<file path="src/core/osc_pkg.sv">
// shared constants and types for the octal switch channel control
`default_nettype none
package osc_pkg;
	localparam int NCH      = 8;
	localparam int CLK_NS   = 40;
	// protection and slew times in microseconds
	localparam int FILT_US  = 100;
	localparam int OFF_US   = 10;
	localparam int FAST_US  = 10;
	localparam int SLOW_US  = 50;
	// least times, rounded up to whole cycles
	localparam int FILT_CYC = (FILT_US * 1000 + CLK_NS - 1) / CLK_NS;
	localparam int OFF_CYC  = (OFF_US * 1000 + CLK_NS - 1) / CLK_NS;
	localparam int FAST_CYC = (FAST_US * 1000 + CLK_NS - 1) / CLK_NS;
	localparam int SLOW_CYC = (SLOW_US * 1000 + CLK_NS - 1) / CLK_NS;
	localparam int CNT_W    = 12;
	localparam int RAMP_W   = 11;
	// register indices and byte addresses
	localparam int IDX_MAP  = 1;
	localparam int IDX_BOL  = 2;
	localparam int IDX_OVL  = 3;
	localparam int IDX_OVT  = 4;
	localparam int IDX_SLE  = 5;
	localparam int IDX_STA  = 6;
	localparam int IDX_CTL  = 7;
	localparam int IDX_DIAG = 8;
	localparam logic [7:0] ADDR_MAP  = 8'(4 * IDX_MAP);
	localparam logic [7:0] ADDR_BOL  = 8'(4 * IDX_BOL);
	localparam logic [7:0] ADDR_OVL  = 8'(4 * IDX_OVL);
	localparam logic [7:0] ADDR_OVT  = 8'(4 * IDX_OVT);
	localparam logic [7:0] ADDR_SLE  = 8'(4 * IDX_SLE);
	localparam logic [7:0] ADDR_STA  = 8'(4 * IDX_STA);
	localparam logic [7:0] ADDR_CTL  = 8'(4 * IDX_CTL);
	localparam logic [7:0] ADDR_DIAG = 8'(4 * IDX_DIAG);
	// values after reset
	localparam logic [7:0]  MAP_RST  = 8'h08;
	localparam logic [7:0]  ZERO_RST = 8'h00;
	localparam logic [15:0] DIAG_RST = 16'h0000;
	// diagnostic field positions
	localparam int DIAG_OVT_LSB = 0;
	localparam int DIAG_OVL_LSB = 8;

	typedef struct packed {
		logic [7:0] map;
		logic [7:0] bol;
		logic [7:0] ovl;
		logic [7:0] ovt;
		logic [7:0] sle;
		logic [7:0] ctl;
	} osc_cfg_t;
endpackage
`default_nettype wire

</file>
<file path="src/core/osc_top.sv">
// octal switch channel control: register file, input logic, channels
`default_nettype none
module osc_top #(
	parameter int NCH = osc_pkg::NCH
) (
	// clock and reset
	input  wire logic        pclk,
	input  wire logic        presetn,
	// apb slave
	input  wire logic        psel,
	input  wire logic        penable,
	input  wire logic        pwrite,
	input  wire logic [7:0]  paddr,
	input  wire logic [31:0] pwdata,
	output logic      [31:0] prdata,
	output logic             pready,
	output logic             pslverr,
	// device pins
	input  wire logic [3:0]  par_in,
	input  wire logic        input_polarity_select,
	input  wire logic        reset_pin_n,
	// sensed conditions from the output stages
	input  wire logic [7:0]  overtemp_sense,
	input  wire logic [7:0]  current_limit_sense,
	// output stage drive
	output logic      [7:0]  power_output_stage,
	output logic      [7:0]  slew_slow
);
	localparam int SW = 2 * NCH + 6;

	osc_pkg::osc_cfg_t cfg_q;
	osc_pkg::osc_cfg_t cfg_d;
	logic [15:0]       diag_q;
	logic [15:0]       diag_d;
	logic [31:0]       prdata_q;
	logic [31:0]       prdata_d;
	logic              pready_q;
	logic              pready_d;
	logic              pslverr_q;
	logic              pslverr_d;
	logic [SW-1:0]     raw_in;
	logic [SW-1:0]     syn_in;
	logic [3:0]        par_s;
	logic              pol_s;
	logic              rst_pin_s;
	logic [7:0]        ovt_s;
	logic [7:0]        lim_s;
	logic              sleep;
	logic [3:0]        par_act;
	logic [7:0]        par_on;
	logic [7:0]        eff;
	logic [7:0]        stage_on;
	logic [7:0]        ovt_evt;
	logic [7:0]        ovl_evt;
	logic              access;
	logic              done;
	logic              wr_en;
	logic              hit;

	// all pin and sense inputs arrive from outside the clock domain
	assign raw_in = {current_limit_sense, overtemp_sense, reset_pin_n,
	                 input_polarity_select, par_in};

	osc_sync #(
		.W(SW)
	) u_sync (
		.pclk     (pclk),
		.presetn  (presetn),
		.async_in (raw_in),
		.sync_out (syn_in)
	);

	assign par_s     = syn_in[3:0];
	assign pol_s     = syn_in[4];
	assign rst_pin_s = syn_in[5];
	assign ovt_s     = syn_in[13:6];
	assign lim_s     = syn_in[21:14];
	// the filtered reset pin reads low out of reset, so sleep is held
	// until the pin is seen high for two agreeing samples
	assign sleep     = ~rst_pin_s;

	always_comb begin
		par_act = pol_s ? par_s : ~par_s;
	end

	genvar i;
	generate
		for (i = 0; i < NCH; i++) begin : g_ch
			logic direct;
			if (i < 3) begin : g_dir
				assign direct = par_act[i];
			end else begin : g_nodir
				assign direct = 1'b0;
			end
			// mapped input joins any channel, channels four to eight have no other
			assign par_on[i] = direct | (cfg_q.map[i] & par_act[3]);
			// serial bit is active high, bol bit one means and
			assign eff[i] = cfg_q.bol[i] ? (par_on[i] & cfg_q.ctl[i])
			                             : (par_on[i] | cfg_q.ctl[i]);

			osc_chan u_chan (
				.pclk      (pclk),
				.presetn   (presetn),
				.sleep     (sleep),
				.eff_in    (eff[i]),
				.ovt_latch (cfg_q.ovt[i]),
				.ovl_shut  (cfg_q.ovl[i]),
				.slow      (cfg_q.sle[i]),
				.overtemp  (ovt_s[i]),
				.limiting  (lim_s[i]),
				.stage_on  (stage_on[i]),
				.ovt_evt   (ovt_evt[i]),
				.ovl_evt   (ovl_evt[i])
			);
		end
	endgenerate

	// one wait state so read data comes from a flop
	always_comb begin
		access    = psel & penable;
		done      = access & pready_q;
		wr_en     = done & pwrite & ~pslverr_q;
		pready_d  = access & ~pready_q;
		hit       = 1'b1;
		prdata_d  = 32'h00000000;
		case (paddr)
			osc_pkg::ADDR_MAP:  prdata_d[7:0]  = cfg_q.map;
			osc_pkg::ADDR_BOL:  prdata_d[7:0]  = cfg_q.bol;
			osc_pkg::ADDR_OVL:  prdata_d[7:0]  = cfg_q.ovl;
			osc_pkg::ADDR_OVT:  prdata_d[7:0]  = cfg_q.ovt;
			osc_pkg::ADDR_SLE:  prdata_d[7:0]  = cfg_q.sle;
			osc_pkg::ADDR_STA:  prdata_d[7:0]  = stage_on;
			osc_pkg::ADDR_CTL:  prdata_d[7:0]  = cfg_q.ctl;
			osc_pkg::ADDR_DIAG: prdata_d[15:0] = diag_q;
			default:            hit            = 1'b0;
		endcase
		pslverr_d = pready_d & ~hit;
		if (!pready_d) begin
			prdata_d = prdata_q;
		end
	end

	always_comb begin
		cfg_d = cfg_q;
		if (wr_en) begin
			case (paddr)
				osc_pkg::ADDR_MAP: cfg_d.map = pwdata[7:0];
				osc_pkg::ADDR_BOL: cfg_d.bol = pwdata[7:0];
				osc_pkg::ADDR_OVL: cfg_d.ovl = pwdata[7:0];
				osc_pkg::ADDR_OVT: cfg_d.ovt = pwdata[7:0];
				osc_pkg::ADDR_SLE: cfg_d.sle = pwdata[7:0];
				osc_pkg::ADDR_CTL: cfg_d.ctl = pwdata[7:0];
				default:           cfg_d     = cfg_q;
			endcase
		end
		// serial on bits cleared in sleep; outputs stay off in sleep, then or channels follow pins and and channels stay off
		if (sleep) begin
			cfg_d.ctl = osc_pkg::ZERO_RST;
		end
	end

	// write one to clear; a fresh event in the same cycle wins
	always_comb begin
		diag_d = diag_q;
		if (wr_en && paddr == osc_pkg::ADDR_DIAG) begin
			diag_d = diag_q & ~pwdata[15:0];
		end
		diag_d[osc_pkg::DIAG_OVT_LSB +: 8] =
			diag_d[osc_pkg::DIAG_OVT_LSB +: 8] | ovt_evt;
		diag_d[osc_pkg::DIAG_OVL_LSB +: 8] =
			diag_d[osc_pkg::DIAG_OVL_LSB +: 8] | ovl_evt;
		if (sleep) begin
			diag_d = osc_pkg::DIAG_RST;
		end
	end

	always_ff @(posedge pclk or negedge presetn) begin
		if (!presetn) begin
			cfg_q.map <= osc_pkg::MAP_RST;
			cfg_q.bol <= osc_pkg::ZERO_RST;
			cfg_q.ovl <= osc_pkg::ZERO_RST;
			cfg_q.ovt <= osc_pkg::ZERO_RST;
			cfg_q.sle <= osc_pkg::ZERO_RST;
			cfg_q.ctl <= osc_pkg::ZERO_RST;
			diag_q    <= osc_pkg::DIAG_RST;
			prdata_q  <= 32'h00000000;
			pready_q  <= 1'b0;
			pslverr_q <= 1'b0;
		end else begin
			cfg_q     <= cfg_d;
			diag_q    <= diag_d;
			prdata_q  <= prdata_d;
			pready_q  <= pready_d;
			pslverr_q <= pslverr_d;
		end
	end

	assign prdata             = prdata_q;
	assign pready             = pready_q;
	assign pslverr            = pslverr_q;
	assign power_output_stage = stage_on;
	assign slew_slow          = cfg_q.sle;
endmodule
`default_nettype wire

</file>
<file path="src/core/osc_sync.sv">
// three-stage input synchroniser with agreement filter
`default_nettype none
module osc_sync #(
	parameter int W = 1
) (
	// clock and reset
	input  wire logic         pclk,
	input  wire logic         presetn,
	// asynchronous levels in, filtered levels out
	input  wire logic [W-1:0] async_in,
	output logic      [W-1:0] sync_out
);
	logic [W-1:0] s1_q;
	logic [W-1:0] s2_q;
	logic [W-1:0] s3_q;
	logic [W-1:0] out_q;
	logic [W-1:0] out_d;
	logic [W-1:0] agree;

	// a bit moves only once the second and third stages agree
	always_comb begin
		agree = s2_q ~^ s3_q;
		out_d = (agree & s3_q) | (~agree & out_q);
	end

	always_ff @(posedge pclk or negedge presetn) begin
		if (!presetn) begin
			s1_q  <= '0;
			s2_q  <= '0;
			s3_q  <= '0;
			out_q <= '0;
		end else begin
			s1_q  <= async_in;
			s2_q  <= s1_q;
			s3_q  <= s2_q;
			out_q <= out_d;
		end
	end

	assign sync_out = out_q;
endmodule
`default_nettype wire

</file>
<file path="src/core/osc_chan.sv">
// one channel: slew timing, overtemperature and overload protection
`default_nettype none
module osc_chan (
	// clock and reset
	input  wire logic pclk,
	input  wire logic presetn,
	// control
	input  wire logic sleep,
	input  wire logic eff_in,
	input  wire logic ovt_latch,
	input  wire logic ovl_shut,
	input  wire logic slow,
	// sensed conditions, already synchronised
	input  wire logic overtemp,
	input  wire logic limiting,
	// stage state and one-cycle events
	output logic      stage_on,
	output logic      ovt_evt,
	output logic      ovl_evt
);
	logic                     eff_q;
	logic                     on_q;
	logic                     on_d;
	logic                     ovt_lat_q;
	logic                     ovt_lat_d;
	logic                     ovl_lat_q;
	logic                     ovl_lat_d;
	logic [osc_pkg::CNT_W-1:0]  cnt_q;
	logic [osc_pkg::CNT_W-1:0]  cnt_d;
	logic [osc_pkg::CNT_W-1:0]  thresh;
	logic [osc_pkg::RAMP_W-1:0] ramp_q;
	logic [osc_pkg::RAMP_W-1:0] ramp_d;
	logic [osc_pkg::RAMP_W-1:0] ramp_lim;
	logic                     rise;
	logic                     ovt_trip;
	logic                     kill;
	logic                     demand;

	always_comb begin
		rise     = eff_in & ~eff_q;
		ovt_trip = on_q & overtemp & ~sleep;
		ovt_evt  = ovt_trip & ~ovt_lat_q;
		thresh   = ovl_shut ? osc_pkg::CNT_W'(osc_pkg::OFF_CYC)
		                    : osc_pkg::CNT_W'(osc_pkg::FILT_CYC);
		ramp_lim = slow ? osc_pkg::RAMP_W'(osc_pkg::SLOW_CYC)
		                : osc_pkg::RAMP_W'(osc_pkg::FAST_CYC);
		// persistence counter, saturating so one event per episode
		cnt_d   = cnt_q;
		ovl_evt = 1'b0;
		if (!(on_q & limiting) || sleep) begin
			cnt_d = '0;
		end else if (cnt_q == thresh - 1'b1) begin
			ovl_evt = 1'b1;
			cnt_d   = thresh;
		end else if (cnt_q < thresh) begin
			cnt_d = cnt_q + 1'b1;
		end
		// set wins over clear on both latches
		ovt_lat_d = ovt_lat_q;
		if (ovt_trip) begin
			ovt_lat_d = 1'b1;
		end else if (ovt_latch) begin
			if (rise && !overtemp) begin
				ovt_lat_d = 1'b0;
			end
		end else if (!overtemp) begin
			ovt_lat_d = 1'b0;
		end
		ovl_lat_d = ovl_lat_q;
		if (ovl_evt && ovl_shut) begin
			ovl_lat_d = 1'b1;
		end else if (rise) begin
			ovl_lat_d = 1'b0;
		end
		if (sleep) begin
			ovt_lat_d = 1'b0;
			ovl_lat_d = 1'b0;
		end
		// protection switches off at once, normal moves wait out the slew
		kill   = sleep | ovt_trip | (ovl_evt & ovl_shut);
		demand = eff_in & ~ovt_lat_q & ~ovl_lat_q & ~sleep;
		on_d   = on_q;
		ramp_d = '0;
		if (kill) begin
			on_d = 1'b0;
		end else if (demand != on_q) begin
			if (ramp_q == ramp_lim - 1'b1) begin
				on_d = demand;
			end else begin
				ramp_d = ramp_q + 1'b1;
			end
		end
	end

	always_ff @(posedge pclk or negedge presetn) begin
		if (!presetn) begin
			eff_q     <= 1'b0;
			on_q      <= 1'b0;
			ovt_lat_q <= 1'b0;
			ovl_lat_q <= 1'b0;
			cnt_q     <= '0;
			ramp_q    <= '0;
		end else begin
			eff_q     <= eff_in;
			on_q      <= on_d;
			ovt_lat_q <= ovt_lat_d;
			ovl_lat_q <= ovl_lat_d;
			cnt_q     <= cnt_d;
			ramp_q    <= ramp_d;
		end
	end

	assign stage_on = on_q;
endmodule
`default_nettype wire

</file>
<file path="config.mk">
export PLATFORM = sky130hd
export DESIGN_NAME = osc_top
export DESIGN_NICKNAME = d
export VERILOG_FILES = /design/src/core/osc_pkg.sv /design/src/core/osc_top.sv /design/src/core/osc_sync.sv /design/src/core/osc_chan.sv
export SDC_FILE = /design/constraint.sdc
export NUM_CORES = 1
export LEC_CHECK = 0
export ABC_CLOCK_PERIOD_IN_PS = 2400
export BUFFER_PORTS_ARGS = -buffer_cell sky130_fd_sc_hd__buf_2
export CORE_UTILIZATION = 40
export CTS_BUF_LIST = sky130_fd_sc_hd__clkbuf_4
export CTS_CLUSTER_DIAMETER = 50
export DETAILED_ROUTE_END_ITERATION = 10
export HOLD_SLACK_MARGIN = 0.1
export SYNTH_ARGS = -nofsm -noshare
export SYNTH_HDL_FRONTEND = slang
export SYNTH_SLANG_ARGS = --single-unit
</file>
<file path="constraint.sdc">
create_clock -name pclk -period 2.4 [get_ports pclk]
set_input_delay 0.48 -clock pclk [delete_from_list [all_inputs] [get_ports pclk]]
set_output_delay 0.48 -clock pclk [all_outputs]
set_load 0.01 [all_outputs]
</file>
### Word level (Yosys, flattened, before mapping)

Index checks and enable logic that the tools add are counted.

* register bits: 386
* input bits: 67
* output and inout port bits: 50
* logic and storage cells: 592

* add/subtract/negate cells: 32
* order comparisons: 8
* equality and inequality tests: 58
* multiplexer cells: 185
* bitwise operators: 159
* reductions and logical operators: 88

Operators by type and width (number)
* $mux 12: 32
* $mux 11: 32
* $mux 1: 113
* $add 12x1->12 const B: 8
* $eq 12x12->1: 8
* $lt 12x12->1: 8
* $sub 12x1->12 const B: 8
* $and 1x1->1: 94
* $add 11x1->11 const B: 8
* $eq 11x11->1: 8
* $sub 11x1->11 const B: 8
* $pmux 8 s8: 1
* $and 22x22->22: 2
* $reduce_and 2->1: 22
* $eq 8x5->1 const B: 4
* $mux 16: 2
* $mux 8: 4
* $ne 4x2->1 const B: 8
* $ne 4x3->1 const B: 8
* $reduce_bool 2->1: 16
* $not 1->1: 28
* $or 1x1->1: 27
* $ne 3x1->1 const B: 8
* $reduce_bool 3->1: 8
* other kinds (17): 65

### Depth between registers and ports, before layout

* word-level depth: 12
* gate-level depth with buffers: 9
* mapped depth without buffers: 8

### Hierarchy

Synthesis repeated with hierarchy kept, for this count alone.

* cell total of the unflattened synthesis: 1931
* area total of the unflattened synthesis: 20151.8 sq um

By module, submodules not included
* osc_chan at g_ch[0].u_chan ...: instances 7, cells each 172, area an instance 1646.6 sq um
* osc_top: instances 1, cells each 436, area an instance 4484.3 sq um
* osc_sync: instances 1, cells each 110, area an instance 2449.8 sq um
* osc_chan at g_ch[5].u_chan: instances 1, cells each 181, area an instance 1691.6 sq um

### Worst setup path after synthesis

OpenSTA, ideal clock, no wires.

* kind: register to register
* start: reg cfg_q[31] (netlist bit)
* end: reg g_ch[7].u_chan.cnt_q[10] (netlist bit)
* setup time: 124 ps
* arrival time: 2119 ps
* required time: 2276 ps
* setup slack: 157 ps
* cell stages (with the launch flop): 9
* buffers on the path: 0
* path through: dfrtp_1 -> inv_1 -> ha_1 -> and3_1 -> o21ai_1 -> a31oi_1 -> nor4_1 -> nand4_1 -> mux2i_1

* longest elaborated chain between the ends: 5
* elaborated cells on any way between the ends: 7

Ends and longest elaborated chain
* start, declared: RTL line osc_top.sv:31 `osc_pkg::osc_cfg_t cfg_q;`
* start signal, assigned: RTL line osc_top.sv:190 `cfg_q <= cfg_d;`
* $mux 12 (*): RTL line osc_chan.sv:43 `thresh = ovl_shut ? osc_pkg::CNT_W'(osc_pkg::OFF_CYC)`
* $sub 12x1->12: RTL line osc_chan.sv:52 `end else if (cnt_q == thresh - 1'b1) begin`
* $eq 12x12->1: RTL line osc_chan.sv:52
* $mux 12: RTL line osc_chan.sv:52
* $mux 12: RTL line osc_chan.sv:50 `if (!(on_q & limiting) || sleep) begin`
* end signal, assigned: RTL line osc_chan.sv:108 `cnt_q <= cnt_d;`
* end, declared: RTL line osc_chan.sv:28 `logic [osc_pkg::CNT_W-1:0] cnt_q;`

Mark *: on every way between the ends. The rest lies on a longest branch, timed or not.
A chain may end at the register's enable or synchronous reset.

### Final worst setup path

* start: reg cfg_q[29] (netlist bit)
* end: reg g_ch[5].u_chan.cnt_q[9] (netlist bit)

* longest elaborated chain between the ends: 5
* elaborated cells on any way between the ends: 7

Ends and longest elaborated chain (RTL line)
* $mux 12 (*): osc_chan.sv:43
* $sub 12x1->12: osc_chan.sv:52
* $eq 12x12->1: osc_chan.sv:52
* $mux 12: osc_chan.sv:52
* $mux 12: osc_chan.sv:50
* end signal, assigned: osc_chan.sv:108
* end, declared: osc_chan.sv:28

Marks and branches as above.

==> key figures <==
Global route
  • Largest net degree at the start of global routing: 99
  • Antenna violations before repair: 5
  • Grt total ovfl: 0
  • First-pass GRT wire length: 75,530 um
  • Vias in the first global route: about 15,000
  • Total GRT Usage: just under 20%

Cells and area
  • Layout Cells excl Fill: between 2,000 and 3,000
  • Fraction of layout cells with a size suffix above 1: approximately 22%
  • # nets final: between 2,000 and 2,500
  • Area Overhead vs Synth: 20.00%

Power
  • Pwr/cell area: between 500 and 600 nW/um^2
  • Switching Share: 24.37%
  • Worst VDD drop: 0.3461 mV
  • Clock power share: roughly 44%
  • Internal power: approximately 0.010 W
  • LEAKAGE: 10.11 nW
  • Logic pwr share: under 10%
  • Switching power: between 0.003 and 0.004 W
  • Flop pwr share: roughly 51%
  • Total Power: about 0.013 W

Clocking
  • TritonCTS clock tree: done
  • Clk pin slew, worst setup/hold paths: ~0.07 ns
  • CTS Buf Count: 106
  • Clock net sink count: ~390
  • Worst-case clock buffer depth: 3
  • CTS Root Cell: clkbuf_4
  • Worst-Skew Late Latency: around 0.84 ns
  • H-tree depth: 3

Critical path
  • Cell family with most CP delay: buffers and inverters
  • CP max-delay cell: dfrtp_2
  • CP peak stage delay: 0.46 ns
  • Worst Path Buf+Inv: 3
  • Cell Chain, Critical Path: inv_1 > ha_1 > buf_4 > a21oi_1 > a31oi_4 > buf_4 > nor4bb_1 > xnor2_1 > nor2_1
  • Cell mode on critical path: buf_4
  • Startpoint types: flop
  • Setup CP Type: flop to flop
  • Setup crit end kind: flop
  • Worst-path fanout max: 8
  • WP data required: approximately 3 ns
  • Crit path arrival time: slightly below 3 ns

Placement
  • Hpwl dp: 32,670 um
  • GPL Wtd Cong: around 0.9
  • IO Port Bufs: 84
  • Placed Instances: approximately 2,600
  • DP Worst Slack: -0.2803 ns

Drt
  • Final WL: between 40,000 and 50,000 um
  • Post-DR vias/cell: approximately 5.2
  • Routed WL per cell: 16.35 um
  • DRC errors left: 6
  • Drt first-iter violations: ~970
  • Detail Route Antenna Nets: 0
  • Via count: 14,878
  • DR pass1 iterations: 8

Logic synthesis
  • Top area cells in the synthesized netlist: dfrtp_1, ha_1, nor2_1
  • Seq/Total Area, Yosys: a little over 50%
  • Dominant cell type by area after synthesis: dfrtp_1
  • FFs w/ async S/R, synth: 100.0%
  • Unique masters post-synth: 71
  • FF+latch count, synth: 386
  • Yosys top cell area share: around half
  • Yosys warnings: 0
  • Cell Area, Synth: about 19,000 um^2
  • Number of synthesized flops with an enable pin: 0
  • Count leader, synth: dfrtp_1
  • Post-synth top cells: dfrtp_1, nor2_1, nand2_1
  • Top_reg_cell synth: dfrtp_1
  • Synthesized area per cell: between 10 and 15 um^2
  • Synth Instances: between 1,500 and 2,000

Timing
  • Worst-Margin Slew: 0.7371 ns
  • Smallest hold slack: approximately 0.22 ns
  • Period Utilization, post-route: about 95%
  • Worst Skew: roughly 0.047 ns
  • Max Clk Rate: between 0.4 and 0.5 GHz
  • Max_slew headroom: between 50% and 60%
  • Worst Slack Setup Final: roughly 0.11 ns
  • Minimum clock period: ~2.3 ns
  • Final hold viol count: 0
  • Slew Limit Fails: 0
  • Setup violators final: 0

Floorplan
  • Die Y-Extent: approximately 220 um
  • Width of the chip: 220.2 um
  • Io pins: approximately 120
  • Total die area: just under 50,000 um^2
  • Core area: about 47,000 um^2
  • Initial Util: 40.74%
  • Cell row count: 79

Flow run
  • Maxcap violations: 0

Run status
  • Outcome: complete, but fails checks
  • Violated checks: DRC

Min path
  • Worst hold path type: input port to flop
through the flow:
step	instance area, um^2	utilization (%)	setup TNS, ns
2_1_floorplan	19100	-	0
3_3_place_gp	20870	44.64	-2.258
3_5_place_dp	20870	44.64	-3.838
4_1_cts	22690	48.53	0
5_1_grt	22860	48.89	-0.0006559
6_report	22860	48.89	0
registers in the layout, indices dropped and copies added (netlist names), 16 cells and up, named ones only:
| name | count |
|---|---|
| cfg_q | 40 |
| diag_q | 16 |
| g_ch.u_chan.cnt_q | 96 |
| g_ch.u_chan.ramp_q | 88 |
| prdata | 16 |
| u_sync.s1_q | 22 |
| u_sync.s2_q | 22 |
| u_sync.s3_q | 22 |
worst paths after layout:
path                                          start                             endpoint  slack (ns)  cells past startpoint
max                           cfg_q[29]$_DFFE_PN0P_  g_ch[5].u_chan.cnt_q[9]$_DFFE_PN0P_        0.11                      9
min                                        paddr[4]                prdata[2]$_DFFE_PN0P_        0.22                      5
max reg2reg                   cfg_q[29]$_DFFE_PN0P_  g_ch[5].u_chan.cnt_q[9]$_DFFE_PN0P_        0.11                      9
min reg2reg                u_sync.s1_q[6]$_DFF_PN0_             u_sync.s2_q[6]$_DFF_PN0_        0.33                      0
max in group asynchronous                   presetn            u_sync.s1_q[17]$_DFF_PN0_        1.59                      3
min in group asynchronous                   presetn   g_ch[7].u_chan.ramp_q[7]$_DFF_PN0_        0.26                      3
power by group through the flow:
stage	Sequential (W)	Clock, W	Combinational, W
2_1_floorplan	0.00682	0	0.000284
3_3_place_gp	0.00686	0	0.000622
3_5_place_dp	0.00686	0	0.000631
4_1_cts	0.00674	0.00615	0.000696
5_1_grt	0.00675	0.00650	0.000764
6_report	0.00674	0.00591	0.000687
cells in the final DEF, fill, tap and decap left out, drive strengths merged, types with 25 or more instances in the layout:
cell type    count
dfrtp          385
maj3            25
nor2           224
ha              80
mux2i           29
and3            34
nand2          136
nand3          112
a21oi           86
nor2b           38
xnor2           82
nor4            29
clkbuf         163
xor2            46
o21ai           52
dlygate4sd3     44
nor3            49
mux2            46
nand4           32
buf            206
inv             61
kinds of logic after synthesis:
kind of cell / count (synthesis) / synth area share [%]
flip-flops: 386 / 50.72
adder cells (fa/ha/maj): 105 / 6.582
AO/OA/AOI/OAI: 262 / 8.776
buffers and inverters: 129 / 3.350
AND/OR/NAND/NOR: 754 / 20.03
multiplexers: 78 / 4.598
XOR/XNOR: 128 / 5.925
other: 1 / 0.01969
layer usage:
metal	up-vias	wire [um]	part of all wire (%)	track usage, %
met3	107	2636	5.7	5.003
met4	4	1161	2.5	7.264
met2	337	20850	45	30.26
met1	7219	21700	47	26.63
li1	7211	-	-	-
met5	-	23	0.050	0
final cells by class:
cell class	count	area, um^2
inverter	59	221.5
antenna	3	7.507
sequential	386	9668
tap	607	759.5
clock buffer	163	1224
fill	4349	23900
multi-input combinational	1343	8935
timing repair buffer	250	1912
clock inverter	25	128.9
what timing repair did:
action	4_1_cts	5_1_grt
gates resized for setup	2	31
setup endpoints to repair	2	108
buffers inserted	0	5
pin swaps	0	4
hold buffers	45	0
endpoints found under the hold margin	474	0
worst reg2reg max path: stages, from the launching register on:
cell and delay [ns]:
dfrtp_2 0.46, inv_1 0.16, ha_1 0.26, buf_4 0.14, a21oi_1 0.24, a31oi_4 0.19
buf_4 0.18, nor4bb_1 0.33, xnor2_1 0.16, nor2_1 0.05
No activity file was read; power rests on OpenSTA's default activity.
